## config.mk

```make
export PLATFORM = sky130hd
export DESIGN_NAME = port_a_alternate_pin_control
export DESIGN_NICKNAME = d
export VERILOG_FILES = /design/src/port_a_pkg.sv /design/src/pin_override.sv /design/src/pin_sync.sv /design/src/port_a_alternate_pin_control.sv
export SDC_FILE = /design/constraint.sdc
export NUM_CORES = 1
export LEC_CHECK = 0
export BUFFER_PORTS_ARGS = -buffer_cell sky130_fd_sc_hd__buf_2
export CAP_MARGIN = 10
export CORE_ASPECT_RATIO = 2
export CORE_UTILIZATION = 40
export DETAILED_ROUTE_END_ITERATION = 7
export PLACE_DENSITY_LB_ADDON = 0.15
export SYNTH_ARGS = -nofsm -noshare
export SYNTH_HDL_FRONTEND = slang
export SYNTH_SLANG_ARGS = --single-unit
```

## constraint.sdc

```tcl
create_clock -name clk -period 1.6 [get_ports clk]
set_input_delay 0.4 -clock clk [delete_from_list [all_inputs] [get_ports clk]]
set_output_delay 0.4 -clock clk [all_outputs]
set_load 0.05 [all_outputs]
```

## src/port_a_pkg.sv

```systemverilog
package port_a_pkg;

    // Port geometry
    localparam int PIN_COUNT        = 8;
    localparam int PORT_COUNT       = 2;
    localparam int PORT_A_INDEX     = 0;

    // Pin positions on port A
    localparam int REF_PIN          = 7;
    localparam int SELECT_PIN       = 6;
    localparam int CLOCK_PIN        = 5;
    localparam int DATA_IN_PIN      = 4;

    // Bit position of the global pull-up disable in the core control register
    localparam int GLOBAL_PULLUP_OFF_BIT = 4;

    // Converter reference selection codes
    localparam logic [1:0] REF_SEL_EXTERNAL = 2'h0;
    localparam logic [1:0] REF_SEL_SUPPLY   = 2'h1;
    localparam logic [1:0] REF_SEL_INT_LOW  = 2'h2;
    localparam logic [1:0] REF_SEL_INT_HIGH = 2'h3;

    // Reset values of the output state
    localparam logic [7:0] PULLUP_RESET     = 8'h00;
    localparam logic [7:0] DRIVE_RESET      = 8'h00;
    localparam logic [7:0] LEVEL_RESET      = 8'h00;

    // Reference use modes of pin 7
    typedef enum logic [1:0] {
        REF_USE_NONE,
        REF_USE_DRIVE,
        REF_USE_EXTERNAL,
        REF_USE_BYPASS
    } ref_use_type;

endpackage

```

## src/pin_override.sv

```systemverilog
`timescale 1ns/100ps
`default_nettype none

// One pin's override merge: direction, output value and pull-up
module pin_override
    import port_a_pkg::*;
(
    input  wire logic direction,
    input  wire logic output_latch,
    input  wire logic pullup_off,
    input  wire logic dir_force_en,
    input  wire logic dir_force_val,
    input  wire logic pullup_force_en,
    input  wire logic pullup_force_val,
    input  wire logic analog_only,
    output logic      drive_en,
    output logic      drive_level,
    output logic      pullup_en
);

    // Direction override first, analog use kills the driver
    always_comb begin
        drive_en = dir_force_en ? dir_force_val : direction;
        if (analog_only) begin
            drive_en = 1'b0;
        end
    end

    // Output value always from the latch here
    assign drive_level = output_latch;

    // Plain pull-up: input, latch high, no disable; overrides win
    always_comb begin
        if (analog_only) begin
            pullup_en = 1'b0;
        end else if (pullup_force_en) begin
            pullup_en = pullup_force_val;
        end else begin
            pullup_en = ~drive_en & output_latch & ~pullup_off;
        end
    end

endmodule

`default_nettype wire

```

## src/pin_sync.sv

```systemverilog
`timescale 1ns/100ps
`default_nettype none

// Two-stage synchroniser for a vector of pin levels
module pin_sync #(
    parameter int WIDTH = 8
) (
    input  wire logic             clk,
    input  wire logic             rst,
    input  wire logic [WIDTH-1:0] async_in,
    output logic      [WIDTH-1:0] sync_out
);

    logic [WIDTH-1:0] first_stage;

    // A vector needs at least one bit
    if (WIDTH < 1) begin : g_check_width
        $error("Synchroniser width must be at least 1");
    end

    // First stage feeds only the second
    always_ff @(posedge clk or posedge rst) begin
        if (rst) begin
            first_stage <= '0;
            sync_out    <= '0;
        end else begin
            first_stage <= async_in;
            sync_out    <= first_stage;
        end
    end

endmodule

`default_nettype wire

```

## src/port_a_alternate_pin_control.sv

```systemverilog
`timescale 1ns/100ps
`default_nettype none

// Notes on behaviour
// - A port's pull-up-off bit kills all its pull-ups, even input with latch high.
// - Effective pull-up-off is port bit OR the global bit.
// - Pin 7 drives internal reference only if enabled and an internal reference selected.
// - While pin 7 drives the reference, its pull-up and driver are off.
// - Pin 7 as external reference or bypass capacitor: pull-up and driver off.
// - Pin 7 goes to comparator plus, pin 6 to minus, no port logic between.
// - SPI slave forces pin 6 to input.
// - SPI master leaves pin 6 direction to its direction bit.
// - Forced-input pin 6 pull-up still follows latch bit and disables.
// - SPI slave forces pin 5 to input.
// - SPI master leaves pin 5 direction to its direction bit.
// - Forced-input pin 5 pull-up still follows its latch bit.
// - SPI slave forces pin 4 to input.
// - SPI master leaves pin 4 direction to its direction bit.
// - Forced-input pin 4 pull-up still follows its latch bit.
// - Three-wire serial input overrides nothing; software sets pin 4 input.
// - Each pin n feeds pin-change source n; pin 7 feeds source 7.
// - Global pull-up-off bit, bit 4 of core control, disables all ports.
module port_a_alternate_pin_control
    import port_a_pkg::*;
(
    input  wire logic                  clk,
    input  wire logic                  rst,
    input  wire logic [7:0]            pin_direction_bit,
    input  wire logic [7:0]            pin_output_latch_bit,
    input  wire logic [PORT_COUNT-1:0] port_pullup_off_bits,
    input  wire logic [7:0]            core_control_register,
    input  wire logic                  ref_drive_enable,
    input  wire logic [1:0]            ref_select,
    input  wire logic                  ref_bypass_only,
    input  wire logic                  spi_enable,
    input  wire logic                  spi_master,
    input  wire logic [7:0]            pin_in,
    input  wire logic                  pin7_analog,
    input  wire logic                  pin6_analog,
    output logic      [7:0]            pin_out,
    output logic      [7:0]            pin_oe,
    output logic      [7:0]            pin_pullup,
    output logic      [PORT_COUNT-1:0] pullup_off_effective,
    output logic                       internal_ref_output,
    output logic                       external_ref_input,
    output logic                       comparator_plus_input,
    output logic                       comparator_minus_input,
    output logic      [7:0]            pin_change_source,
    output logic                       three_wire_serial_in,
    output logic                       spi_select_n,
    output logic                       spi_clock_in,
    output logic                       spi_data_in
);

    logic       global_pullup_off;
    logic       port_a_off;
    logic       internal_ref;
    ref_use_type ref_use;
    logic       spi_slave;
    logic [7:0] dir_force_en;
    logic [7:0] dir_force_val;
    logic [7:0] analog_only;
    logic [7:0] next_oe;
    logic [7:0] next_out;
    logic [7:0] next_pullup;
    logic [7:0] pin_sampled;
    logic       spi_master_role;
    logic       force_select_in;
    logic       force_clock_in;
    logic       force_data_in;
    logic       ref_drive_active;
    logic       ref_external_active;
    logic       ref_bypass_active;
    logic [7:0] pin_pullup_off;

    // Single-pin masks built from the package positions
    localparam logic [7:0] REF_MASK    = 8'h01 << REF_PIN;
    localparam logic [7:0] SELECT_MASK = 8'h01 << SELECT_PIN;
    localparam logic [7:0] CLOCK_MASK  = 8'h01 << CLOCK_PIN;
    localparam logic [7:0] DATA_MASK   = 8'h01 << DATA_IN_PIN;

    // Port vectors are fixed at eight bits
    if (PIN_COUNT != 8) begin : g_check_pin_count
        $error("Pin count must be 8 to match the port vectors");
    end

    // Port A needs a place in the disable vector
    if (PORT_A_INDEX >= PORT_COUNT) begin : g_check_port_index
        $error("Port A index lies outside the disable vector");
    end

    // Global disable must sit inside the control byte
    if (GLOBAL_PULLUP_OFF_BIT > 7) begin : g_check_global_bit
        $error("Global pull-up disable bit lies outside the control byte");
    end

    // Reset must leave every driver off
    if (DRIVE_RESET != 8'h00) begin : g_check_drive_reset
        $error("Driver enables must be clear in reset");
    end

    // Reset must leave every pull-up off
    if (PULLUP_RESET != 8'h00) begin : g_check_pullup_reset
        $error("Pull-up enables must be clear in reset");
    end

    // Reset levels match the cleared output latch
    if (LEVEL_RESET != 8'h00) begin : g_check_level_reset
        $error("Output levels must be low in reset");
    end

    // Reference pin must exist on the port
    if (REF_PIN >= PIN_COUNT) begin : g_check_ref_pin
        $error("Reference pin lies outside the port");
    end

    // Select pin must exist on the port
    if (SELECT_PIN >= PIN_COUNT) begin : g_check_select_pin
        $error("Select pin lies outside the port");
    end

    // Clock pin must exist on the port
    if (CLOCK_PIN >= PIN_COUNT) begin : g_check_clock_pin
        $error("Clock pin lies outside the port");
    end

    // Data pin must exist on the port
    if (DATA_IN_PIN >= PIN_COUNT) begin : g_check_data_pin
        $error("Data pin lies outside the port");
    end

    // Reference pin carries no SPI function
    if (((SELECT_MASK | CLOCK_MASK | DATA_MASK) & REF_MASK) != 8'h00) begin : g_check_ref_apart
        $error("Reference pin overlaps an SPI pin");
    end

    // Select and clock need pins of their own
    if (SELECT_PIN == CLOCK_PIN) begin : g_check_select_clock
        $error("Select and clock share a pin");
    end

    // Clock and data need pins of their own
    if (CLOCK_PIN == DATA_IN_PIN) begin : g_check_clock_data
        $error("Clock and data share a pin");
    end

    // Select and data need pins of their own
    if (SELECT_PIN == DATA_IN_PIN) begin : g_check_select_data
        $error("Select and data share a pin");
    end

    // Reference selection codes must all differ
    if ((4'h1 << REF_SEL_EXTERNAL | 4'h1 << REF_SEL_SUPPLY | 4'h1 << REF_SEL_INT_LOW
         | 4'h1 << REF_SEL_INT_HIGH) != 4'hF) begin : g_check_ref_codes
        $error("Reference selection codes must be distinct");
    end

    // Global disable bit from the core control register
    assign global_pullup_off = core_control_register[GLOBAL_PULLUP_OFF_BIT];

    // Per-port effective disable: port bit OR global bit
    assign pullup_off_effective = port_pullup_off_bits | {PORT_COUNT{global_pullup_off}};
    assign port_a_off = pullup_off_effective[PORT_A_INDEX];

    // Internal reference is one of the two internal selections
    assign internal_ref = (ref_select == REF_SEL_INT_LOW) || (ref_select == REF_SEL_INT_HIGH);

    // Pin 7 reference use per selection; drive beats bypass
    always_comb begin
        ref_use = REF_USE_NONE;
        case (ref_select)
            REF_SEL_EXTERNAL: begin
                ref_use = REF_USE_EXTERNAL;
            end
            REF_SEL_INT_LOW, REF_SEL_INT_HIGH: begin
                if (ref_drive_enable && internal_ref) begin
                    ref_use = REF_USE_DRIVE;
                end else if (ref_bypass_only) begin
                    ref_use = REF_USE_BYPASS;
                end
            end
            REF_SEL_SUPPLY: begin
                if (ref_bypass_only) begin
                    ref_use = REF_USE_BYPASS;
                end
            end
            default: begin
                ref_use = REF_USE_NONE;
            end
        endcase
    end

    // Reference state towards the converter side
    assign internal_ref_output = (ref_use == REF_USE_DRIVE);
    assign external_ref_input  = (ref_use == REF_USE_EXTERNAL);

    // Role decode: a slave forces pins 6..4 in, a master leaves them
    assign spi_slave       = spi_enable & ~spi_master;
    assign spi_master_role = spi_enable & spi_master;

    // Select pin: slave forces input, master keeps its bit
    always_comb begin
        case ({spi_slave, spi_master_role})
            2'h2: begin
                force_select_in = 1'b1;
            end
            2'h1: begin
                force_select_in = 1'b0;
            end
            default: begin
                force_select_in = 1'b0;
            end
        endcase
    end

    // Clock pin: slave forces input, master keeps its bit
    always_comb begin
        case ({spi_slave, spi_master_role})
            2'h2: begin
                force_clock_in = 1'b1;
            end
            2'h1: begin
                force_clock_in = 1'b0;
            end
            default: begin
                force_clock_in = 1'b0;
            end
        endcase
    end

    // Data pin: slave forces input, master keeps its bit
    always_comb begin
        case ({spi_slave, spi_master_role})
            2'h2: begin
                force_data_in = 1'b1;
            end
            2'h1: begin
                force_data_in = 1'b0;
            end
            default: begin
                force_data_in = 1'b0;
            end
        endcase
    end

    // Direction override vector; forced pins always read as inputs
    always_comb begin
        dir_force_en  = ({8{force_select_in}} & SELECT_MASK)
                      | ({8{force_clock_in}} & CLOCK_MASK)
                      | ({8{force_data_in}} & DATA_MASK);
        dir_force_val = 8'h00;
    end

    // Every port A pin shares its port's combined disable
    always_comb begin
        pin_pullup_off = 8'h00;
        for (int p = 0; p < PIN_COUNT; p++) begin
            pin_pullup_off[p] = port_a_off;
        end
    end

    // Reference uses of pin 7, one flag each
    assign ref_drive_active    = (ref_use == REF_USE_DRIVE);
    assign ref_external_active = (ref_use == REF_USE_EXTERNAL);
    assign ref_bypass_active   = (ref_use == REF_USE_BYPASS);

    // Any analog use of pin 7 takes its driver and pull-up away
    always_comb begin
        analog_only = 8'h00;
        if (ref_drive_active) begin
            analog_only = REF_MASK;
        end
        if (ref_external_active || ref_bypass_active) begin
            analog_only = REF_MASK;
        end
    end

    // One override merge per pin; forced inputs keep latch-controlled pull-up
    genvar gi;
    generate
        for (gi = 0; gi < PIN_COUNT; gi++) begin : g_pin
            pin_override u_override (
                .direction        (pin_direction_bit[gi]),
                .output_latch     (pin_output_latch_bit[gi]),
                .pullup_off       (pin_pullup_off[gi]),
                .dir_force_en     (dir_force_en[gi]),
                .dir_force_val    (dir_force_val[gi]),
                .pullup_force_en  (1'b0),
                .pullup_force_val (1'b0),
                .analog_only      (analog_only[gi]),
                .drive_en         (next_oe[gi]),
                .drive_level      (next_out[gi]),
                .pullup_en        (next_pullup[gi])
            );
        end
    endgenerate

    // Driver enables; no pin drives during reset
    always_ff @(posedge clk or posedge rst) begin
        if (rst) begin
            pin_oe <= DRIVE_RESET;
        end else begin
            pin_oe <= next_oe;
        end
    end

    // Output levels follow the latch one cycle later
    always_ff @(posedge clk or posedge rst) begin
        if (rst) begin
            pin_out <= LEVEL_RESET;
        end else begin
            pin_out <= next_out;
        end
    end

    // Pull-up enables; all off during reset
    always_ff @(posedge clk or posedge rst) begin
        if (rst) begin
            pin_pullup <= PULLUP_RESET;
        end else begin
            pin_pullup <= next_pullup;
        end
    end

    // Pin levels pass two flip-flops before digital consumers
    pin_sync #(
        .WIDTH (PIN_COUNT)
    ) u_sync (
        .clk      (clk),
        .rst      (rst),
        .async_in (pin_in),
        .sync_out (pin_sampled)
    );

    // Pin n feeds pin-change source n
    assign pin_change_source = pin_sampled;

    // Slave select, active low from the outside master
    assign spi_select_n         = pin_sampled[SELECT_PIN];

    // Serial clock and data into the SPI
    assign spi_clock_in         = pin_sampled[CLOCK_PIN];
    assign spi_data_in          = pin_sampled[DATA_IN_PIN];

    // Three-wire input taps the same pad as SPI data
    assign three_wire_serial_in = pin_sampled[DATA_IN_PIN];

    // Comparator inputs straight from the pad, no port logic
    assign comparator_plus_input  = pin7_analog;
    assign comparator_minus_input = pin6_analog;

endmodule

`default_nettype wire

```

==> results by group, run 1 <==
Clock tree
  • TritonCTS clock tree: done
  • Post-CTS Resized: 0
  • Sink Count: 40
  • CTS max path bufs: 2
  • Postcts setup bufs: 0
  • Clock Pin Slew Worst Setup and Hold Paths: 0.07 ns
  • CTS root buf: clkbuf_8
  • Num CTS Buffers: 5
  • Cts hold-fix bufs: 0
  • Clk_lat worst skew: 0.29 ns
  • CTS H-Tree Depth: 2

STA
  • Slew Limit Fails: 0
  • Clk_skew: 0.00615 ns
  • Slew HR: 67.9%
  • RSZ-0062 raised after global routing: false
  • Setup TNS: 0 ns
  • Minimum clock period: 1.39 ns
  • Final cycle utilization of the critical path: 86.6%
  • Final hold violations: 0
  • Setup Viol. Count Final: 0
  • Highest achievable clock rate: 722 MHz
  • Worst Tran Pin Value: 0.481 ns

Global route
  • Global-route wire length before repair: 3.41 mm
  • Largest net degree at the start of global routing: 41
  • Grt ovf: 0
  • Number of global-route vias before repair: 798
  • Initial antenna violation count: 0
  • Gr usage total: 14.3%

Critical path
  • Crit path launch type: primary input
  • Critical Path RT: 1.20 ns
  • CP endpoint kind: primary output
  • Reg2Reg Setup Slack: 1.13 ns
  • Worst EP arrival: 0.99 ns
  • WP buf/inv: 2
  • CP max stage cell: or2_2
  • Crit-path most repeated cell: buf_2
  • Kind of critical path: primary input to primary output
  • Worst-path fanout max: 2
  • Crit path max-delay family: buffers and inverters
  • Largest stage delay, worst path: 0.28 ns
  • CP Cell Sequence: buf_2, or2_2, buf_2

Place
  • IO buf count: 74
  • DP HPWL: 1.65 mm
  • Final GP Congestion: 0.704

Synth
  • Seq/Total Area, Yosys: 79.6%
  • Netlist Area Pre-Place: 0.00126 mm^2
  • Cell taking the most area after synthesis: dfrtp_1
  • Yosys reg bits: 40
  • Synth Instances: 73
  • Synth Area per Inst: 17.2 um^2
  • Syn_nets: 117
  • Count leader, synth: dfrtp_1
  • Main synth FF type: dfrtp_1
  • Fraction of registers with async set/reset: 100%
  • Top cells by count, synth: dfrtp_1 (40), buf_4 (7), inv_1 (5)
  • Number of synthesized flops with an enable pin: 0
  • YS warnings: 0
  • Yosys top cell area share: 79.6%
  • Area contributors post-synth: dfrtp_1 (80%), buf_4 (4.2%), a211oi_2 (3.0%), nor3b_1 (2.4%), a2111oi_4 (2.2%)
  • Cell variety after synth: 14

Detailed routing
  • Vias: 825
  • DRC Markers: 0
  • First-pass iteration count of the detailed router: 4
  • Drt initial violations: 14
  • Final WL: 2.20 mm
  • Average vias per placed instance: 4.61
  • Antenna-violating nets left: 0
  • Routed WL per cell: 12.3 um

Run
  • Max-capacitance violation count: 0

Cells and area
  • Core Util, Final: 57.9%
  • # fillers: 247
  • Area grow syn2layout: 37.1%
  • Storage element area: 0.00100 mm^2
  • Multi-input logic area: 174 um^2
  • Ratio of cells with drive above 1 in the final layout: 59.7%
  • Nets@finish: 192
  • Antenna cells: 0

Run status
  • Status: finished clean

Pwr
  • LEAKAGE: 0.921 nW
  • Pwr/cell area: 1260 mW/mm^2
  • Maximum VDD drop: 0.773 mV

Die
  • Die Span X: 41.6 um
  • Die height: 81.3 um
  • Row count: 28
  • Die area: 0.00339 mm^2
  • Core Region: 0.00298 mm^2
  • Initial Utilization: 42.2%
  • I/O pin cnt: 86

Worst hold path
  • Worst Hold Class: primary input to async pin
[where the power goes]
part | switching, mW | internal [mW] | leakage [nW]
registers | 0.0107 | 1.06 | 0.486
logic | 0.242 | 0.0796 | 0.379
clock network | 0.322 | 0.462 | 0.0552
[metrics by stage]
stage	total power [mW]	cells	cell area (um^2)	hold WS, ns	worst slack, ns
after CTS	2.21	179	1720	0.204	0.211
after global routing	2.27	179	1720	0.196	0.205
after floorplan	1.33	73	1260	0.331	0.146
after global placement	1.41	171	1620	0.335	0.220
after detailed placement	1.41	171	1620	0.336	0.211
final	2.17	179	1720	0.202	0.214
[flip-flops by register name, indices dropped and copies added (netlist names)]
name	count
pin_oe	8
pin_out	8
pin_pullup	8
u_sync.first_stage	8
u_sync.sync_out	8
[worst paths after layout]
check	from	to	depth (start not counted)
max reg2reg	u_sync.first_stage[6]$_DFF_PP0_	u_sync.sync_out[6]$_DFF_PP0_	0
min reg2reg	u_sync.first_stage[2]$_DFF_PP0_	u_sync.sync_out[2]$_DFF_PP0_	0
max	core_control_register[4]	pullup_off_effective[1]	3
min	rst	u_sync.first_stage[1]$_DFF_PP0_	3
max in group asynchronous	rst	u_sync.first_stage[5]$_DFF_PP0_	3
min in group clk	pin_in[1]	u_sync.first_stage[1]$_DFF_PP0_	1
[tightest hold or removal path, cell delays in order]
cell and delay, ns:
buf_2 0.09, inv_1 0.04, buf_4 0.40
[placed cells by master (no fill, tap or decap), drive strengths merged]
cell type / count
buf: 76
dfrtp: 40
clkbuf: 6
inv: 5
and2: 4
nor3b: 4
a211oi: 4
nand2b: 3
or2: 2
nor2: 1
or2b: 1
a2111oi: 1
bufinv: 1
clkinv: 1
[layout make-up]
cell class              count  area share [%]
clock buffers               6            4.21
clock inverters             2            2.03
inverters                   5            1.09
multi-input cells          20            10.1
flip-flops and latches     40            58.1
well taps                  30            2.18
repair buffers             76            22.4
[logic make-up (layout without fill, tap and decap cells)]
family / count (synthesis) / after routing / share of synthesized area (%)
flip-flops: 40 / 40 / 79.6
AND/OR/NAND/NOR: 15 / 15 / 8.06
buffers and inverters: 13 / 89 / 6.57
AO/OA/AOI/OAI: 5 / 5 / 5.77
[layer usage]
layer	vias up	share of wire (%)	global-route usage, %
met5	-	0	0
met4	0	2.1	9.68
met3	5	9.8	7.33
met2	52	56	24.4
met1	397	32	12.8
li1	371	-	-
(Power assumes the default switching activity.)
==> inputs of run 2 (changes only) <==
- CORE_ASPECT_RATIO: 2 -> default
==> run 2 against run 1 <==
Against the previous run:
- the run now ends with design-rule violations left
- largest cell class unchanged
- critical path depth stayed put
- total power is 13% lower
- count of clock-buffer cells in the layout is 2 higher
- die area is 0.39% lower
- largest power group unchanged
- via count is 2.9% lower
- combinational power hardly changed
- final area is 2.0% lower
==> results by group, run 2 (synthesis gave the netlist of run 1 again) <==
Cells and area
  • Area grow syn2layout: 34.4%
  • Antenna cells: 0 (unchanged)
  • Most common cell after layout, fill and taps aside: buf_2
  • Nets@finish: 192 (unchanged)
  • Ratio of cells with drive above 1 in the final layout: 59.1% (-0.67 points)
  • # fillers: 254 (+2.8%)
  • Storage element area: 0.00100 mm^2 (unchanged)
  • Most frequent cells in the layout: buf_2 (74), dfrtp_1 (40), inv_1 (5), clkbuf_4 (5)
  • Multi-input logic area: 174 um^2 (unchanged)

Clock tree
  • Cts hold-fix bufs: 0 (unchanged)
  • TritonCTS clock tree: done
  • Post-CTS Resized: 0 (unchanged)
  • CTS H-Tree Depth: 2 (unchanged)
  • CTS max path bufs: 2 (unchanged)
  • CTS root buf: clkbuf_4
  • Num CTS Buffers: 5 (unchanged)
  • Postcts setup bufs: 0 (unchanged)
  • Clk_lat worst skew: 0.33 ns (+0.04 ns)
  • Clock Pin Slew Worst Setup and Hold Paths: 0.11 ns (+0.04 ns)
  • Sink Count: 40 (unchanged)

Global route
  • Gr usage total: 14.9% (+0.65 points)
  • Number of global-route vias before repair: 815 (+2.1%)
  • Grt ovf: 0 (unchanged)
  • Global-route wire length before repair: 3.50 mm (+2.6%)
  • Initial antenna violation count: 0 (unchanged)
  • Largest net degree at the start of global routing: 41 (unchanged)

Detailed routing
  • DRC Markers: 4 (+4)
  • Final WL: 2.27 mm (+3.0%)
  • Drt initial violations: 32 (+18)
  • Vias: 801 (-2.9%)
  • Antenna-violating nets left: 0 (unchanged)
  • Average vias per placed instance: 4.19 (-9.0%)
  • First-pass iteration count of the detailed router: 8 (+4)
  • Routed WL per cell: 11.9 um (-3.5%)

Die
  • Row count: 19 (-32%)
  • Core Region: 0.00288 mm^2 (-3.4%)
  • Die area: 0.00337 mm^2 (-0.39%)
  • I/O pin cnt: 86 (unchanged)
  • Initial Utilization: 43.7% (+1.5 points)
  • Die height: 58.1 um (-29%)
  • Die Span X: 58.1 um (+39%)

Critical path
  • Crit path max-delay family: buffers and inverters
  • Crit path launch: core_control_register[4]
  • FF-to-FF path depth: 0 (unchanged)
  • Reg2Reg Setup Slack: 1.12 ns (about the same)
  • Crit path launch type: primary input
  • Worst-path fanout max: 2 (unchanged)
  • Critical Path RT: 1.20 ns (about the same)
  • Crit-path most repeated cell: buf_2
  • WP buf/inv: 2 (unchanged)
  • Worst EP arrival: 0.99 ns (about the same)
  • CP endpoint kind: primary output
  • Kind of critical path: primary input to primary output
  • Largest stage delay, worst path: 0.27 ns (about the same)
  • CP max stage cell: or2_2
  • End of the worst register-to-register path: u_sync.sync_out[2]$_DFF_PP0_
  • CP Cell Sequence: buf_2, or2_2, buf_2
  • Worst r2r src: u_sync.first_stage[2]$_DFF_PP0_

STA
  • Worst Tran Pin Value: 0.475 ns (-0.00623 ns)
  • Slew HR: 68.4% (+0.42 points)
  • Minimum clock period: 1.39 ns (-0.000299 ns)
  • Final hold violations: 0 (unchanged)
  • Setup TNS: 0 ns (unchanged)
  • Setup Viol. Count Final: 0 (unchanged)
  • Highest achievable clock rate: 722 MHz (about the same)
  • Final cycle utilization of the critical path: 86.6% (about the same)
  • Setup ws final: 0.214 ns (+0.000299 ns)
  • RSZ-0062 raised after global routing: false
  • Clk_skew: 0.00139 ns (-0.00476 ns)
  • Slew Limit Fails: 0 (unchanged)

Place
  • Place WS: 0.215 ns (+0.00369 ns)
  • IO buf count: 74 (unchanged)
  • DP HPWL: 1.75 mm (+5.8%)
  • Final GP Congestion: 0.651 (-7.5%)

Pwr
  • Maximum VDD drop: 0.700 mV (-9.5%)
  • Pwr/cell area: 1120 mW/mm^2 (-11%)
  • LEAKAGE: 0.898 nW (-2.5%)

Worst hold path
  • Worst Hold Class: primary input to async pin

Run status
  • Status: finished, violations left
  • Failing checks: design-rule violations

Run
  • Max-capacitance violation count: 0 (unchanged)
## run 2: cell count changes in the layout (fill, tap and decap cells not counted), sizes merged
cell,change
clkbuf,+2
bufinv,-1
clkinv,-1
## run 2: how the worst max path moves through the flow
stage	end	slack [ns]	cells after the start
after floorplan	external_ref_input	0.15	1
after global placement	pullup_off_effective[1]	0.22	3
after detailed placement	pullup_off_effective[1]	0.22	3
after CTS	pullup_off_effective[1]	0.22	3
after global routing	spi_data_in	0.16	1
final	pullup_off_effective[1]	0.21	3
## run 2: power breakdown
group | internal (mW) | total [mW] | leakage, nW | switching (mW)
combinational | 0.0796 | 0.323 | 0.379 | 0.244
sequential | 1.06 | 1.07 | 0.486 | 0.0111
clock | 0.217 | 0.503 | 0.0326 | 0.286
## run 2: layer usage
layer | GRT usage, % | vias up | share of wire (%) | wire length (um)
met5 | 0 | - | 0 | 0
met1 | 14.8 | 374 | 34 | 781
met3 | 8.04 | 5 | 11 | 245
met2 | 24.1 | 49 | 53 | 1200
li1 | - | 373 | - | -
met4 | 9.86 | 0 | 1.9 | 42
## run 2: through the flow
stage | total power, mW | instance area [um^2] | util (%) | instances | hold WS, ns
after global placement | 1.41 | 1630 | 56.7 | 183 | 0.332
after CTS | 1.92 | 1690 | 58.8 | 191 | 0.150
after floorplan | 1.33 | 1260 | - | 73 | 0.331
after detailed placement | 1.42 | 1630 | 56.7 | 183 | 0.335
final | 1.89 | 1690 | 58.8 | 191 | 0.163
after global routing | 1.98 | 1690 | 58.8 | 191 | 0.139
## run 2: final cells by class
cell class                 count  share of cell area [%]
inverter                       5                    1.11
multi-input combinational     20                    10.3
sequential                    40                    59.2
tap                           42                    3.11
timing repair buffer          76                    22.8
clock buffer                   8                    3.48
==> inputs of run 3 (changes only) <==
==> constraint.sdc (replaced) <==
create_clock -name clk -period 1.6 [get_ports clk]
set_input_delay 0.08 -clock clk [delete_from_list [all_inputs] [get_ports clk]]
set_output_delay 0.08 -clock clk [all_outputs]
set_load 0.05 [all_outputs]
==> run 3 against run 2 <==
Against the previous run:
- the flow still finishes with violations (design-rule violations)
- maximum frequency up 32%
- combinational power up 15%
- critical endpoint is now three_wire_serial_in
- highest routed layer unchanged
- utilization up 8.9 points
- sequential share of layout area down 7.8 points
- setup slack better by 0.34 ns
- flip-flop and latch count unchanged
- total power up 3.0%
- wire length up 13%
- global-route usage up 1.7 points
- clock skew down 0.00091 ns
- first-iteration DRC count down 41%
- sequential power about the same
==> results by group, run 3 (synthesis gave the netlist of run 1 again) <==
Run status
  • Status: finished, violations left
  • Failing checks: design-rule violations

Cells and area
  • Ratio of cells with drive above 1 in the final layout: 51.1% (-7.9 points)
  • Core Util, Final: 67.6% (+8.9 points)
  • Area grow syn2layout: 54.7%
  • Most common cell after layout, fill and taps aside: buf_2
  • # fillers: 208 (-18%)
  • Nets@finish: 217 (+13%)
  • Most frequent cells in the layout: buf_2 (74), dfrtp_1 (40), dlygate4sd3_1 (26)
  • Antenna cells: 0 (unchanged)

Pwr
  • LEAKAGE: 1.01 nW (+12%)
  • Switching Fraction: 29.0% (+0.45 points)
  • Clock share of power: 26.1% (-0.5 points)
  • Flop pwr share: 54.8% (-1.6 points)
  • Pwr/cell area: 1000 mW/mm^2 (-10%)
  • Net Sw Power: 566 uW (+4.7%)
  • Maximum VDD drop: 0.632 mV (-9.6%)
  • Cell Int Power: 1.38 mW (+2.4%)
  • Combinational power share: 19.1% (+2.0 points)

Die
  • Core Region: 0.00288 mm^2 (unchanged)
  • Row count: 19 (unchanged)
  • Initial Utilization: 43.7% (unchanged)
  • Die height: 58.1 um (unchanged)
  • Die area: 0.00337 mm^2 (unchanged)
  • I/O pin cnt: 86 (unchanged)
  • Die Span X: 58.1 um (unchanged)

Clock tree
  • CTS H-Tree Depth: 2 (unchanged)
  • CTS max path bufs: 2 (unchanged)
  • Num CTS Buffers: 5 (unchanged)
  • TritonCTS clock tree: done
  • CTS root buf: clkbuf_4
  • Sink Count: 40 (unchanged)
  • Postcts setup bufs: 0 (unchanged)
  • Clk_lat worst skew: 0.33 ns (about the same)
  • Clock Pin Slew Worst Setup and Hold Paths: 0.11 ns (about the same)

Run
  • Max-capacitance violation count: 0 (unchanged)

Critical path
  • CP max stage cell: dfrtp_1
  • Worst EP arrival: 0.97 ns (-0.02 ns)
  • WP buf/inv: 1 (-1)
  • Worst-path fanout max: 3 (+1)
  • Critical Path RT: 1.52 ns (+0.32 ns)
  • Crit path max-delay family: flip-flops
  • Crit path launch type: flop
  • CP Cell Sequence: buf_2
  • CP endpoint kind: primary output
  • Kind of critical path: flop to primary output
  • Largest stage delay, worst path: 0.37 ns (+0.10 ns)

Detailed routing
  • Drt initial violations: 19 (-41%)
  • Average vias per placed instance: 4.14 (-1.2%)
  • Routed WL per cell: 11.9 um (+0.25%)
  • Final WL: 2.57 mm (+13%)
  • Antenna-violating nets left: 0 (unchanged)
  • First-pass iteration count of the detailed router: 6 (-2)
  • Vias: 895 (+12%)
  • DRC Markers: 5 (+1)

Global route
  • Initial antenna violation count: 0 (unchanged)
  • Largest net degree at the start of global routing: 41 (unchanged)
  • Gr usage total: 16.6% (+1.7 points)
  • Global-route wire length before repair: 3.89 mm (+11%)
  • Grt ovf: 0 (unchanged)
  • Number of global-route vias before repair: 891 (+9.3%)

STA
  • Worst Tran Pin Value: 0.481 ns (+0.00627 ns)
  • RSZ-0062 raised after global routing: false
  • Slew HR: 67.9% (-0.42 points)
  • Setup Viol. Count Final: 0 (unchanged)
  • Slew Limit Fails: 0 (unchanged)
  • Clk_skew: 0.000484 ns (-0.000906 ns)
  • Highest achievable clock rate: 955 MHz (+32%)
  • Minimum clock period: 1.05 ns (-0.339 ns)
  • Final hold violations: 0 (unchanged)
  • Setup TNS: 0 ns (unchanged)
  • Final cycle utilization of the critical path: 65.4% (-21 points)

Place
  • IO buf count: 74 (unchanged)
  • DP HPWL: 1.62 mm (-7.5%)
  • Final GP Congestion: 0.643 (-1.2%)

Worst hold path
  • Worst Hold Class: primary input to flop
-- run 3: area by class of cell --
cell class              count  area, um^2  share of cell area, %
clock buffers               6        51.3                   2.64
repair buffers            101         638                   32.8
clock inverters             2        10.0                  0.514
multi-input cells          20         174                   8.94
inverters                   5        18.8                  0.965
flip-flops and latches     40        1000                   51.4
well taps                  42        52.6                   2.70
-- run 3: per-layer routing --
layer | wire length, um | GRT usage (%)
met4 | 24 | 7.14
met5 | 0 | 0
met3 | 205 | 7.14
met2 | 1420 | 31.0
met1 | 919 | 15.6
-- run 3: power groups by stage --
stage                     clock (mW)  combinational, mW  sequential [mW]
final                          0.510              0.372             1.07
after global routing           0.563              0.393             1.07
after CTS                      0.534              0.373             1.07
after detailed placement           0              0.324             1.09
after global placement             0              0.321             1.09
after floorplan                    0              0.107             1.22
-- run 3: timing repair --
action,4_1_cts,5_1_grt
hold buffers,26,0
hold endpoints to repair,72,0
gates resized for setup,0,0
-- run 3: worst paths after layout --
path,startpoint,to,slack [ns],cells past startpoint
worst max-delay path,u_sync.sync_out[4]$_DFF_PP0_,three_wire_serial_in,0.55,1
worst min-delay path,ref_select[1],pin_pullup[7]$_DFF_PP0_,0.07,3
min in group asynchronous,rst,pin_oe[4]$_DFF_PP0_,0.42,4
worst max register to register,u_sync.first_stage[0]$_DFF_PP0_,u_sync.sync_out[0]$_DFF_PP0_,1.12,0
max in group asynchronous,rst,u_sync.first_stage[4]$_DFF_PP0_,0.85,4
worst min register to register,u_sync.first_stage[5]$_DFF_PP0_,u_sync.sync_out[5]$_DFF_PP0_,0.36,0
-- run 3: stage by stage --
| step | hold WS, ns | power (mW) | area [um^2] | cells | setup WS (ns) |
|---|---|---|---|---|---|
| global placement | 0.161 | 1.41 | 1620 | 182 | 0.613 |
| finish | 0.0705 | 1.95 | 1950 | 216 | 0.553 |
| CTS | 0.0567 | 1.98 | 1950 | 216 | 0.531 |
| global route | 0.0595 | 2.03 | 1950 | 216 | 0.492 |
| detailed placement | 0.161 | 1.41 | 1620 | 182 | 0.569 |
| floorplan | 0.111 | 1.33 | 1260 | 73 | 0.602 |
